--- src/common/gpiop_pkg.sv ---
// package: register map, reset values and pin carriers for ports 3 and 5
//
// Overview of operation
// - select 0: pin 2 general, direction bit steers; select 1: serial data out
// - select 0: pin 1 general, direction bit steers; select 1: serial data in
// - clock select 1: pin 0 is serial clock, output if source 0, input if 1
// - port 3: off in reset, held in sleeps/watch, undriven with pull-ups kept in standby, normal active
// - port 3 pull-up on only when direction 0 and enable 1; off after reset
// - port 5 has eight pins, each driven from an 8-bit data latch
// - port 5 data read gives latch for outputs, pin level for inputs
// - port 5 direction bit 1 makes output, 0 makes input, per pin
// - port 5 direction register is write-only and reads all ones
// - port 5 pull-up on when direction 0 and enable 1, else off
// - port 5 data, direction and pull-up enable reset to zero
// - port 3 data read: latch for outputs, pin for inputs, bits 7:3 zero
// - port 3 direction 1 output, 0 input; write-only, reads all ones
// - serial-output pin is push-pull when bit 0, open-drain when bit 1
package gpiop_pkg;
   localparam int P3_WIDTH = 3;
   localparam int P5_WIDTH = 8;
   // register indices; byte address is four times the index
   localparam logic [15:0] IDX_P3_DATA = 16'hffd6;
   localparam logic [15:0] IDX_P3_DIR = 16'hffe6;
   localparam logic [15:0] IDX_P3_PUE = 16'hffee;
   localparam logic [15:0] IDX_P3_FSEL = 16'hfffd;
   localparam logic [15:0] IDX_PIN_MODE = 16'hffff;
   localparam logic [15:0] IDX_P5_DATA = 16'hffd8;
   localparam logic [15:0] IDX_P5_DIR = 16'hffe8;
   localparam logic [15:0] IDX_P5_PUE = 16'hffef;
   localparam logic [15:0] IDX_CHAN_CTRL = 16'hfff0;
   // field positions
   localparam int FSEL_SO = 2;
   localparam int FSEL_SI = 1;
   localparam int FSEL_SCK = 0;
   localparam int MODE_TXD = 2;
   localparam int MODE_OD = 0;
   localparam int CHAN_CKS = 0;
   // reset values and fixed read patterns
   localparam logic [7:0] RST_ZERO = 8'h00;
   localparam logic [7:0] RST_PIN_MODE = 8'hf8;
   localparam logic [7:0] PIN_MODE_RSVD = 8'hf8;
   localparam logic [7:0] WO_READ = 8'hff;

   typedef enum logic [2:0] {
      PM_ACTIVE = 3'b000,
      PM_SUBACTIVE = 3'b001,
      PM_SLEEP = 3'b010,
      PM_SUBSLEEP = 3'b011,
      PM_WATCH = 3'b100,
      PM_STANDBY = 3'b101
   } gpiop_pmode_t;

   typedef struct packed {
      logic [P3_WIDTH-1:0] out;
      logic [P3_WIDTH-1:0] oe;
      logic [P3_WIDTH-1:0] pu;
   } gpiop_p3_pins_t;

   typedef struct packed {
      logic [P5_WIDTH-1:0] out;
      logic [P5_WIDTH-1:0] oe;
      logic [P5_WIDTH-1:0] pu;
   } gpiop_p5_pins_t;
endpackage : gpiop_pkg

--- src/logic/gpiop_ports.sv ---
// ports 3 and 5 with their ahb-lite register slave
`timescale 1ns/1ps
module gpiop_ports (
   input wire logic hclk, // system clock
   input wire logic hresetn, // asynchronous reset
   input wire logic hsel, // slave select
   input wire logic [31:0] haddr, // byte address
   input wire logic [1:0] htrans, // transfer type
   input wire logic hwrite, // write when high
   input wire logic [2:0] hsize, // transfer size
   input wire logic [31:0] hwdata, // write data
   input wire logic hready, // bus ready
   output logic [31:0] hrdata, // read data
   output logic hreadyout, // slave ready
   output logic hresp, // response
   input wire gpiop_pkg::gpiop_pmode_t power_mode, // operating mode
   input wire logic [2:0] p3_in, // port 3 pin levels
   output gpiop_pkg::gpiop_p3_pins_t p3_pins, // port 3 drive
   input wire logic [7:0] p5_in, // port 5 pin levels
   output gpiop_pkg::gpiop_p5_pins_t p5_pins, // port 5 drive
   input wire logic ser_data_out, // channel transmit bit
   input wire logic ser_clock_out, // channel clock to drive
   output logic ser_data_in, // pin 1 level to channel
   output logic ser_clock_in // pin 0 level to channel
);
   logic [7:0] p5_latch_q;
   logic [7:0] p5_dir_q;
   logic [7:0] p5_pue_q;
   logic [2:0] p3_latch_q;
   logic [2:0] p3_dir_q;
   logic [2:0] p3_pue_q;
   logic [2:0] p3_fsel_q;
   logic txd_sel_q;
   logic od_q;
   logic cks_q;
   logic [31:0] hrdata_q;
   logic wr_pend_q;
   logic [15:0] wr_idx_q;
   logic [2:0] p3_s1_q, p3_s2_q, p3_s3_q, p3_pin_q;
   logic [7:0] p5_s1_q, p5_s2_q, p5_s3_q, p5_pin_q;
   gpiop_pkg::gpiop_p3_pins_t p3_live, p3_hold_q;
   gpiop_pkg::gpiop_p5_pins_t p5_live, p5_hold_q;
   logic addr_ok, take, retain, standby;
   logic [15:0] idx;
   logic [31:0] rd_d;
   logic [2:0] p3_gen_oe;

   assign idx = haddr[17:2];
   assign addr_ok = (haddr[31:18] == 14'h0000);
   assign take = hsel & htrans[1] & hready;
   assign hreadyout = 1'b1;
   assign hresp = 1'b0;
   assign hrdata = hrdata_q;

   // pin inputs: three stages, a change counts once stages two and three agree
   always_ff @(posedge hclk or negedge hresetn) begin
      if (!hresetn) begin
         p3_s1_q <= 3'h0;
         p3_s2_q <= 3'h0;
         p3_s3_q <= 3'h0;
         p3_pin_q <= 3'h0;
      end else begin
         p3_s1_q <= p3_in;
         p3_s2_q <= p3_s1_q;
         p3_s3_q <= p3_s2_q;
         p3_pin_q <= (p3_s2_q & p3_s3_q) | (p3_pin_q & (p3_s2_q ^ p3_s3_q));
      end
   end

   always_ff @(posedge hclk or negedge hresetn) begin
      if (!hresetn) begin
         p5_s1_q <= 8'h00;
         p5_s2_q <= 8'h00;
         p5_s3_q <= 8'h00;
         p5_pin_q <= 8'h00;
      end else begin
         p5_s1_q <= p5_in;
         p5_s2_q <= p5_s1_q;
         p5_s3_q <= p5_s2_q;
         p5_pin_q <= (p5_s2_q & p5_s3_q) | (p5_pin_q & (p5_s2_q ^ p5_s3_q));
      end
   end

   // address phase capture for writes
   always_ff @(posedge hclk or negedge hresetn) begin
      if (!hresetn) begin
         wr_pend_q <= 1'b0;
         wr_idx_q <= 16'h0000;
      end else if (hready) begin
         wr_pend_q <= take & hwrite & addr_ok;
         wr_idx_q <= idx;
      end
   end

   // port 5 registers
   always_ff @(posedge hclk or negedge hresetn) begin
      if (!hresetn) begin
         p5_latch_q <= gpiop_pkg::RST_ZERO;
         p5_dir_q <= gpiop_pkg::RST_ZERO;
         p5_pue_q <= gpiop_pkg::RST_ZERO;
      end else if (wr_pend_q) begin
         if (wr_idx_q == gpiop_pkg::IDX_P5_DATA) begin
            p5_latch_q <= hwdata[7:0];
         end else if (wr_idx_q == gpiop_pkg::IDX_P5_DIR) begin
            p5_dir_q <= hwdata[7:0];
         end else if (wr_idx_q == gpiop_pkg::IDX_P5_PUE) begin
            p5_pue_q <= hwdata[7:0];
         end
      end
   end

   // port 3, pin mode and channel control registers
   always_ff @(posedge hclk or negedge hresetn) begin
      if (!hresetn) begin
         p3_latch_q <= 3'h0;
         p3_dir_q <= 3'h0;
         p3_pue_q <= 3'h0;
         p3_fsel_q <= 3'h0;
         txd_sel_q <= 1'b0;
         od_q <= 1'b0;
         cks_q <= 1'b0;
      end else if (wr_pend_q) begin
         if (wr_idx_q == gpiop_pkg::IDX_P3_DATA) begin
            p3_latch_q <= hwdata[2:0];
         end else if (wr_idx_q == gpiop_pkg::IDX_P3_DIR) begin
            p3_dir_q <= hwdata[2:0];
         end else if (wr_idx_q == gpiop_pkg::IDX_P3_PUE) begin
            p3_pue_q <= hwdata[2:0];
         end else if (wr_idx_q == gpiop_pkg::IDX_P3_FSEL) begin
            p3_fsel_q <= hwdata[2:0];
         end else if (wr_idx_q == gpiop_pkg::IDX_PIN_MODE) begin
            txd_sel_q <= hwdata[gpiop_pkg::MODE_TXD];
            od_q <= hwdata[gpiop_pkg::MODE_OD];
         end else if (wr_idx_q == gpiop_pkg::IDX_CHAN_CTRL) begin
            cks_q <= hwdata[gpiop_pkg::CHAN_CKS];
         end
      end
   end

   // read data is formed in the address phase and stands in the data phase
   always_comb begin
      rd_d = 32'h0000_0000;
      if (!addr_ok) begin
         rd_d = 32'h0000_0000;
      end else if (idx == gpiop_pkg::IDX_P5_DATA) begin
         rd_d[7:0] = (p5_dir_q & p5_latch_q) | (~p5_dir_q & p5_pin_q);
      end else if (idx == gpiop_pkg::IDX_P5_DIR) begin
         rd_d[7:0] = gpiop_pkg::WO_READ;
      end else if (idx == gpiop_pkg::IDX_P5_PUE) begin
         rd_d[7:0] = p5_pue_q;
      end else if (idx == gpiop_pkg::IDX_P3_DATA) begin
         rd_d[2:0] = (p3_dir_q & p3_latch_q) | (~p3_dir_q & p3_pin_q);
      end else if (idx == gpiop_pkg::IDX_P3_DIR) begin
         rd_d[7:0] = gpiop_pkg::WO_READ;
      end else if (idx == gpiop_pkg::IDX_P3_PUE) begin
         rd_d[2:0] = p3_pue_q;
      end else if (idx == gpiop_pkg::IDX_P3_FSEL) begin
         rd_d[2:0] = p3_fsel_q;
      end else if (idx == gpiop_pkg::IDX_PIN_MODE) begin
         rd_d[7:0] = gpiop_pkg::PIN_MODE_RSVD;
         rd_d[gpiop_pkg::MODE_TXD] = txd_sel_q;
         rd_d[gpiop_pkg::MODE_OD] = od_q;
      end else if (idx == gpiop_pkg::IDX_CHAN_CTRL) begin
         rd_d[gpiop_pkg::CHAN_CKS] = cks_q;
      end
   end

   always_ff @(posedge hclk or negedge hresetn) begin
      if (!hresetn) begin
         hrdata_q <= 32'h0000_0000;
      end else if (take & ~hwrite) begin
         hrdata_q <= rd_d;
      end
   end

   // port 3 pin functions in normal operation
   always_comb begin
      p3_gen_oe = p3_dir_q;
      p3_live.out = p3_latch_q;
      if (p3_fsel_q[gpiop_pkg::FSEL_SO]) begin
         p3_gen_oe[2] = 1'b1;
         p3_live.out[2] = ser_data_out;
      end
      if (p3_fsel_q[gpiop_pkg::FSEL_SI]) begin
         p3_gen_oe[1] = 1'b0;
      end
      if (p3_fsel_q[gpiop_pkg::FSEL_SCK]) begin
         p3_gen_oe[0] = ~cks_q;
         p3_live.out[0] = ser_clock_out;
      end
      p3_live.oe = p3_gen_oe;
      if (od_q) begin
         // open drain: drive low only, high side off
         p3_live.oe[2] = p3_gen_oe[2] & ~p3_live.out[2];
         p3_live.out[2] = 1'b0;
      end
      p3_live.pu = ~p3_dir_q & p3_pue_q;
   end

   assign p5_live.out = p5_latch_q;
   assign p5_live.oe = p5_dir_q;
   assign p5_live.pu = ~p5_dir_q & p5_pue_q;

   assign retain = (power_mode == gpiop_pkg::PM_SLEEP) ||
                   (power_mode == gpiop_pkg::PM_SUBSLEEP) ||
                   (power_mode == gpiop_pkg::PM_WATCH);
   assign standby = (power_mode == gpiop_pkg::PM_STANDBY);

   // snapshot of pin drive, frozen while a retaining mode lasts
   always_ff @(posedge hclk or negedge hresetn) begin
      if (!hresetn) begin
         p3_hold_q <= '0;
         p5_hold_q <= '0;
      end else if (!retain) begin
         p3_hold_q <= p3_live;
         p5_hold_q <= p5_live;
      end
   end

   always_comb begin
      if (retain) begin
         p3_pins = p3_hold_q;
         p5_pins = p5_hold_q;
      end else if (standby) begin
         p3_pins.out = 3'h0;
         p3_pins.oe = 3'h0;
         p3_pins.pu = p3_live.pu;
         p5_pins.out = 8'h00;
         p5_pins.oe = 8'h00;
         p5_pins.pu = p5_live.pu;
      end else begin
         p3_pins = p3_live;
         p5_pins = p5_live;
      end
   end

   assign ser_data_in = p3_pin_q[1];
   assign ser_clock_in = p3_pin_q[0];
endmodule : gpiop_ports

--- config.mk ---
export PLATFORM = sky130hd
export DESIGN_NAME = gpiop_ports
export DESIGN_NICKNAME = d
export VERILOG_FILES = /design/src/common/gpiop_pkg.sv /design/src/logic/gpiop_ports.sv
export SDC_FILE = /design/constraint.sdc
export NUM_CORES = 1
export LEC_CHECK = 0
export ABC_AREA = 1
export BUFFER_PORTS_ARGS = -buffer_cell sky130_fd_sc_hd__buf_2
export CAP_MARGIN = 20
export CORE_MARGIN = 8
export CORE_UTILIZATION = 45
export DETAILED_ROUTE_END_ITERATION = 8
export HOLD_SLACK_MARGIN = 0.08
export PLACE_DENSITY_LB_ADDON = 0.05
export SYNTH_ARGS = -nofsm -noshare
export SYNTH_HDL_FRONTEND = slang
export SYNTH_SLANG_ARGS = --single-unit
--- constraint.sdc ---
create_clock -name hclk -period 1.35 [get_ports hclk]
set_input_delay 0.2025 -clock hclk [delete_from_list [all_inputs] [get_ports hclk]]
set_output_delay 0.2025 -clock hclk [all_outputs]
set_load 0.01 [all_outputs]
==> results of run 1 <==
synth_stat cells (all sizes together) (32+ instances only):
cell type,n
nand3,32
nor2,41
inv,61
o21ai,69
buf,34
dfrtp,141
nand2,166
path summary, 6_finish.rpt:
kind                       cells past startpoint      endpoint  slack, ns
max in group asynchronous                      3   p5_pin_q[6]       0.52
hold reg to reg                                0    p5_s2_q[1]       0.35
setup reg to reg                               9         cks_q      -0.22
hold / removal                                 3  p3_hold_q[6]       0.09
setup / recovery                               5    p3_pins[8]      -0.34
min in group asynchronous                      2  wr_idx_q[12]       0.24
final cells by class:
type                            instances  share of cell area [%]
Sequential cell                       141                    36.4
Clock inverter                         10                    1.45
Inverter                               61                    2.57
Tap cell                              180                    2.32
Clock buffer                           20                    4.81
Multi-Input combinational cell        434                    31.2
Timing Repair Buffer                  258                    21.3
report_power, final:
group | switching [W] | internal [W] | leakage (nW)
registers | 0.000103 | 0.00440 | 1.56
logic | 0.000617 | 0.000553 | 3.20
clock network | 0.00174 | 0.00303 | 0.290
flip-flops by register name (all words and copies together) (netlist names), 8 cells and up:
| name | cells |
|---|---|
| p5_s2_q | 8 |
| p5_pue_q | 8 |
| p5_dir_q | 8 |
| p3_hold_q | 9 |
| p5_latch_q | 8 |
| hrdata | 8 |
| p5_hold_q | 24 |
| p5_pin_q | 8 |
| p5_s1_q | 8 |
| p5_s3_q | 8 |
| wr_idx_q | 16 |
logic make-up after synthesis:
kind of cell               count (synthesis)
and+or+nand+nor                          274
other                                      2
DFF                                      141
adders and majority gates                 11
muxes                                      7
AOI/OAI and AO/OA                        116
buffers and inverters                    100
stage by stage:
stage,worst slack [ns],instances
after CTS,-0.321,1084
after detailed placement,-0.237,974
after global placement,-0.224,974
after floorplan,0.0112,675
after global routing,-0.424,1104
final,-0.336,1104
per-layer routing:
metal | vias up | share of wire, % | GRT usage [%]
li1 | 2611 | - | -
met1 | 2634 | 45 | 24.7
met2 | 183 | 47 | 30.8
met3 | 18 | 6.4 | 5.53
met4 | 0 | 1.3 | 7.11
met5 | - | 0 | 0
critical path, stage by stage (launching register included):
cell,delay (ns)
sky130_fd_sc_hd__dfrtp_1,0.41
sky130_fd_sc_hd__nand2_1,0.10
sky130_fd_sc_hd__o21ai_2,0.08
sky130_fd_sc_hd__o31ai_2,0.20
sky130_fd_sc_hd__and2_1,0.16
sky130_fd_sc_hd__buf_2,0.13
what timing repair did:
action,in CTS,in global routing
endpoints found under the setup margin,72,74
pin swaps,49,27
hold endpoints to repair,169,1
setup buffers,50,24
gates resized for setup,157,79
gates cloned,4,0
==> flow_results.org, run 1 <==
** Timing
- Post-route setup slack :: -0.336 ns
- Counting I/O delays and the setup requirement, the final critical path takes 1.69 ns.
- The number of pins exceeding their max-slew limit in the final report is 0.
- Minimum hold slack :: 0.0936 ns
- Number of endpoints failing setup at the final stage :: 73
- Timing would allow up to 593 MHz.
- Of the available clock period, the critical path in the final layout requires 125%.
- Unrepaired setup endpoints after global routing :: true
- Fin Setup TNS :: -10.79 ns
- Final Hold Violating Endpoints :: 0
- Clock Skew :: 0.00523 ns

** Yosys
- Library cell occupying the most area in the post-synthesis netlist :: sky130_fd_sc_hd__dfrtp_1
- Adder-cell share of the synthesized area :: 2.16%
- Share of the synthesized area in compound gates (AO/OA/AOI/OAI) :: 12.5%
- The synthesized netlist contains 43 unique library cells.
- Main combinational cell family by area after synthesis :: simple AND/OR/NAND/NOR gates
- Cell count after synthesis :: 651
- Cell Area, Synth :: 6360 um2
- The top cell type by area accounts for 55.4% of the synthesized area.
- The Yosys step of the flow raised 0 warnings.
- Among all flip-flop cells after synthesis, the most frequent one is sky130_fd_sc_hd__dfrtp_1.
- Sequential cell area fraction in the yosys report :: 55.4%
- Fraction of the mapped netlist area in simple logic gates :: between 20% and 30%
- Counting flops and latches in the post-synthesis netlist gives 141.
- Cell types with the largest area share after synthesis :: sky130_fd_sc_hd__dfrtp_1 55%, sky130_fd_sc_hd__nand2_1 9.3%, sky130_fd_sc_hd__o21ai_2 3.6%
- Portion of netlist area occupied by mux cells :: 1.22%
- Post-synthesis share of cell area spent on xor and xnor gates :: 0%
- Per-instance average area after synthesis :: 9.78 um2
- Number of flops mapped to enable cells by yosys :: 0
- After synthesis, the share of flip-flops with an asynchronous set or reset is 100%.

** Critical path
- The critical path starts at p3_fsel_q[2].
- In this run the critical register-to-register path is launched from wr_idx_q[15].
- Type of the setup path with the least slack :: reg2out
- Kind of end point of the critical path :: primary output
- For the worst setup path, the data required time is 1.15 ns.
- Maximum net fanout on the critical path :: 4
- STA classifies the critical path startpoint as a register.
- CP Data Arrival Time :: 1.48 ns

** Cells and area
- Leaving out fill and tap cells, the most frequent cells in the layout are 140 x sky130_fd_sc_hd__dfrtp_1, 106 x sky130_fd_sc_hd__buf_4, 93 x sky130_fd_sc_hd__buf_2.
- After routing the design area is 9700 um2.
- Share of cells above drive strength 1 :: 48.9%
- Relative to the synthesized area, the layout overhead comes to 52.4%.
- Cells fill 70.1% of the core in the end.
- The layout has roughly 1000 filler cells.
- Leaving out fill and tap cells, the most frequent cell in the layout is sky130_fd_sc_hd__dfrtp_1.
- Antenna cells :: 0
- Summing all multi-input logic gate instances after layout gives 3020 um2.
- Area taken by flip-flops and latches :: 3530 um2
- Number of nets in the layout :: 1014

** Route
- Dividing the detail-routed wire length by the instance count gives ~16 um.
- Number of nets still failing antenna checks after routing :: 0
- Iteration-0 DRC count of the detailed router :: 234
- The first detailed-routing pass took 6 iterations.
- Sum of routed wire length over all layers :: 17400 um
- Count of unresolved DRC violations after routing :: 0
- The final route contains 5446 vias.
- DR vias/cell :: ~5

** Clock network
- The tree is rooted in a sky130_fd_sc_hd__clkbuf_16.
- In this run the deepest clock path goes through 2 buffers.
- Clock-pin slew was measured on the worst setup and hold paths at about 0.06 ns.
- Insertion delay to the later sink of the worst-skew pair :: ~0.42 ns
- TritonCTS built the clock tree.
- Number of clock buffers inserted by TritonCTS :: 17
- The clock drives around 140 sinks.
- For this design, the CTS-stage hold fixing added 26 buffers.
- H-tree level count :: 4

** Power and ir drop
- The design draws between 0.01 and 0.015 W.
- For this design the ratio of total power to cell area is 1080 nW/um2.
- Leakage power :: 5.05 nW
- VDD sags by at most 1280 uV.

** Global routing
- Wire length of the first global-routing pass :: 28000 um
- The total overflow left after global routing is 0.
- The number of antenna violations at the first check in global routing came to 0.
- Global routing used 19.4% of the available tracks across all layers.
- Pin count of the biggest net entering global routing :: 41
- The number of global-route vias before repair is slightly below 6000.

** Floorplan
- Vert. Die Dim :: 135 um
- In this run the horizontal extent of the chip is roughly 130 um.
- The initialized floorplan defines 43 standard-cell rows.
- During I/O placement, the number of pins put on the boundary was approximately 160.
- Core Area :: between 10000 and 15000 um2
- The die covers 18200 um2.
- Once the floorplan was initialized, standard cells occupied 46.0% of the core.

** Min path
- Classification of the worst-slack hold path :: in2reg
- The worst hold path begins at ser_clock_out.

** Placed design
- Gp weighted congestion :: between 0.8 and 0.9
- Final HPWL from detailed placement :: 11500 um
- During placement, the flow inserted port buffers numbering 102.
- Instance area after placement :: 7440 um2

** Run status
- The run finished, with violations left.
- The final reports fail on negative setup slack.

** Job
- Max-cap violations in this run came to 0.
Note: power is estimated with default switching activity, not from simulation.
==> run 2, diff against run 1 <==
- ABC_AREA: 1 -> 0
- CORE_ASPECT_RATIO: default -> 0.6
- REMOVE_ABC_BUFFERS: default -> 1
==> run 2 against run 1 <==
The flow still finishes with violations (negative setup slack). Combinational power rose by 42%. Flip-flop and latch count did not move. Total power rose by 5.1%. Synthesized area fell by 2.4%. Global-route usage rose by 1.4 points. Largest power group unchanged. Wire length rose by 9.2%.
==> flow_results.org, run 2 <==
** Cells and area
- Number of nets in the layout :: 898
- The repair_antennas step left the layout with diodes totalling 0.
- Area growth from synthesis to layout :: 58.2%
- The register with the most flip-flops in the layout has 24 of them.
- In the final layout, the share of cells above drive strength 1 is between 50% and 60%.
- Highest-count cells in the layout ignoring fill and taps :: 139 x sky130_fd_sc_hd__dfrtp_1, 97 x sky130_fd_sc_hd__buf_4, 77 x sky130_fd_sc_hd__buf_2
- The register with the most flip-flops in the final layout is p5_hold_q.
- In the final layout, the registers with the most flip-flops are p5_hold_q: 24 flops, wr_idx_q: 16 flops, p3_hold_q: 9 flops.
- Once layout is complete, the cells apart from fillers number 985.
- Leaving out fill and tap cells, the most frequent cell in the layout is sky130_fd_sc_hd__dfrtp_1.

** Critical path
- The setup path with the least slack is of type reg2out.
- In this run the worst path has a maximum fanout of 2.
- For the worst setup path, the data required time is between 1 and 1.5 ns.
- Data arrives at the worst endpoint at 1.59 ns.
- Worst Setup Start Kind :: register
- STA classifies the critical path endpoint as a primary output.
- The worst register-to-register path has a setup slack of -0.31 ns.

** Run status
- The run finished, with violations left.
- The final reports fail on negative setup slack.

** Clock network
- Clock tree synthesis found a total of 141 sinks.
- TritonCTS built the clock tree.
- Root buffer cell :: sky130_fd_sc_hd__clkbuf_16
- H-tree level count :: 4
- Clock-pin slew was measured on the worst setup and hold paths at 0.07 ns.
- Number of clock buffers inserted by TritonCTS :: 17
- The clock passes through at most 2 buffers.
- Clock latency on the worst-skew pair, taken at its later pin, is around 0.41 ns.

** Timing
- Maximum frequency from static timing analysis :: roughly 560 MHz
- Setup violations remaining at the end of the flow were counted as 75.
- Minimum hold slack :: 0.120 ns
- Counting I/O delays and the setup requirement, the final critical path takes between 1.5 and 2 ns.
- Number of slew-limit violations in the final report :: 0
- Across all setup checks in the final design, the least slack found is -0.441 ns.
- Fin Setup TNS :: -16.32 ns
- In the finished design, the share of the clock period the worst path needs comes to 133%.
- Clock Skew :: 0.0114 ns
- Final Hold Violating Endpoints :: 0
- Unrepaired setup endpoints after global routing :: true

** Yosys
- Synth cell types :: 56
- Synthesis produced a netlist whose cell count is ~520.
- Counting flops with a built-in enable in the synthesized netlist gives 0.
- Flop and latch count out of synthesis :: roughly 140
- Area share of the largest cell type after synthesis :: between 50% and 60%
- The most used flip-flop cell after synthesis is sky130_fd_sc_hd__dfrtp_1.
- After synthesis, the share of flip-flops with an asynchronous set or reset is 100%.
- Cell types with the largest area share after synthesis :: sky130_fd_sc_hd__dfrtp_1 57%, sky130_fd_sc_hd__mux2_2 10%, sky130_fd_sc_hd__nand2_1 5.9%
- In this run the mean area of a mapped cell was 12.0 um2.
- Sequential cell area fraction in the yosys report :: ~57%
- Count of synthesis-stage warnings from yosys :: 0
- sky130_fd_sc_hd__dfrtp_1 is the most common cell in the netlist.
- Cell Area, Synth :: 6210 um2
- Library cell occupying the most area in the post-synthesis netlist :: sky130_fd_sc_hd__dfrtp_1
- Sorting the synthesized cells by how often they occur yields 141 x sky130_fd_sc_hd__dfrtp_1, 97 x sky130_fd_sc_hd__nand2_1, 55 x sky130_fd_sc_hd__mux2_2, 27 x sky130_fd_sc_hd__buf_4, 22 x sky130_fd_sc_hd__nor2b_1.

** Floorplan
- Site Rows :: 33
- The floorplan step defined a die boundary enclosing 17900 um2.
- Core Area :: 13600 um2
- Width of the chip :: 168 um
- The die is 107 um tall.
- 159 I/O pins were placed.
- For this configuration, the core starts out at a cell density of 45.7%.

** Route
- The detailed router finished its first iteration with 270 violations.
- Count of unresolved DRC violations after routing :: 0
- Number of nets still failing antenna checks after routing :: 0
- The first TritonRoute pass finished after 4 iterations.
- Total vias in the final route :: 5015
- DR vias/cell :: 5.09
- Sum of routed wire length over all layers :: ~19000 um
- Wirelength per Cell :: 19.3 um

** Min path
- Classification of the worst-slack hold path :: in2reg

** Power and ir drop
- Total chip power :: 0.0110 W
- In this run the static leakage power is 4.94 nW.
- Worst supply voltage drop on vdd :: between 700 and 800 uV
- For this design the ratio of total power to cell area is 1120 nW/um2.

** Job
- Max-cap violation count :: 0

** Global routing
- Total grt overflow :: 0
- Wire length of the first global-routing pass :: 29200 um
- The number of global-route vias before repair was 5332.
- Entering global routing, the biggest net connects 41 pins.
- The number of antenna violations at the first check in global routing was 0.
- Total GRT Usage :: between 20% and 30%

** Placed design
- At the placement stage, the worst setup path has a slack of -0.483 ns.
- Summed over all nets, the half-perimeter wirelength after detailed placement is 11900 um.
- At the end of routability-driven placement, the weighted congestion stood at 0.857.
- Including well taps, the total number of placed cells is roughly 840.
- In this run the tool buffered the top-level ports with around 100 buffer cells.
run 2: cell count changes after synthesis, moves of 9 or more:
cell | previous run | this run
sky130_fd_sc_hd__o21ai_2 | 26 | 0
sky130_fd_sc_hd__o21ai_0 | 33 | 5
sky130_fd_sc_hd__nand3b_1 | 2 | 14
sky130_fd_sc_hd__a21boi_0 | 9 | 0
sky130_fd_sc_hd__mux2_2 | 6 | 55
sky130_fd_sc_hd__inv_1 | 55 | 5
sky130_fd_sc_hd__nand2_1 | 158 | 97
sky130_fd_sc_hd__nor2_1 | 31 | 9
sky130_fd_sc_hd__nor2b_1 | 0 | 22
sky130_fd_sc_hd__nand3_1 | 27 | 9
sky130_fd_sc_hd__mux2i_1 | 1 | 10
sky130_fd_sc_hd__o21a_1 | 11 | 1
run 2: layout make-up:
| cell class | count | area, um2 |
|---|---|---|
| Tap cell | 175 | 219 |
| Inverter | 5 | 18.8 |
| Clock buffer | 17 | 425 |
| Clock inverter | 15 | 165 |
| Fill cell | 916 | 3760 |
| Timing Repair Buffer | 280 | 2430 |
| Sequential cell | 141 | 3530 |
| Multi-Input combinational cell | 352 | 3030 |
run 2: per-stage QoR:
| step | util [%] | instance area [um2] |
|---|---|---|
| 2_1_floorplan | - | 5990 |
| 3_3_place_gp | 53.4 | 7250 |
| 3_5_place_dp | 53.4 | 7250 |
| 4_1_cts | 67.2 | 9130 |
| 5_1_grt | 72.3 | 9820 |
| 6_report | 72.3 | 9820 |
run 2: worst paths after layout:
kind | from | end | cells past startpoint
max | p3_fsel_q[2] | p3_pins[5] | 6
min | htrans[1] | wr_pend_q | 3
max reg2reg | wr_idx_q[13] | p3_pue_q[1] | 7
min reg2reg | p3_s1_q[1] | p3_s2_q[1] | 0
max in group asynchronous | hresetn | p5_hold_q[10] | 3
min in group asynchronous | hresetn | wr_idx_q[13] | 2
run 2: cells by family after synthesis:
kind of cell    after synthesis  share of synthesized area, %
buf+inv                      49                          5.26
compound gates               49                          5.96
xor+xnor                      2                         0.282
other cells                   2                         0.121
mux                          68                          12.1
fa+ha+maj                    11                          2.22
flops                       141                          56.8
simple gates                196                          17.2
run 2: critical path, cell delays in order, from the launching register on:
cell	delay [ns]
sky130_fd_sc_hd__dfrtp_1	0.39
sky130_fd_sc_hd__mux2_4	0.31
sky130_fd_sc_hd__nand2_2	0.05
sky130_fd_sc_hd__o211ai_1	0.08
sky130_fd_sc_hd__nand2_1	0.10
sky130_fd_sc_hd__nor2b_4	0.14
sky130_fd_sc_hd__buf_6	0.10
run 2: where the power goes:
group,internal [W],switching [W],leakage (nW)
Clock,0.00249,0.00216,0.287
Sequential,0.00447,0.000174,1.74
Combinational,0.000918,0.000746,2.91
Total,0.00788,0.00308,4.94
run 2: what timing repair did:
item,CTS,global route
hold endpoints to repair,166,0
endpoints found under the setup margin,80,86
resized for setup,124,123
cloned,5,2
hold buffers,28,0
pin swaps,50,42
setup buffers,61,35
run 2: metal layers:
metal / part of all wire, % / up-vias / GRT usage [%]
met1: 45 / 2524 / 28.2
li1: - / 2332 / -
met2: 47 / 142 / 32.1
met3: 6.6 / 17 / 6.42
met5: 0 / - / 0
met4: 1.3 / 0 / 5.52
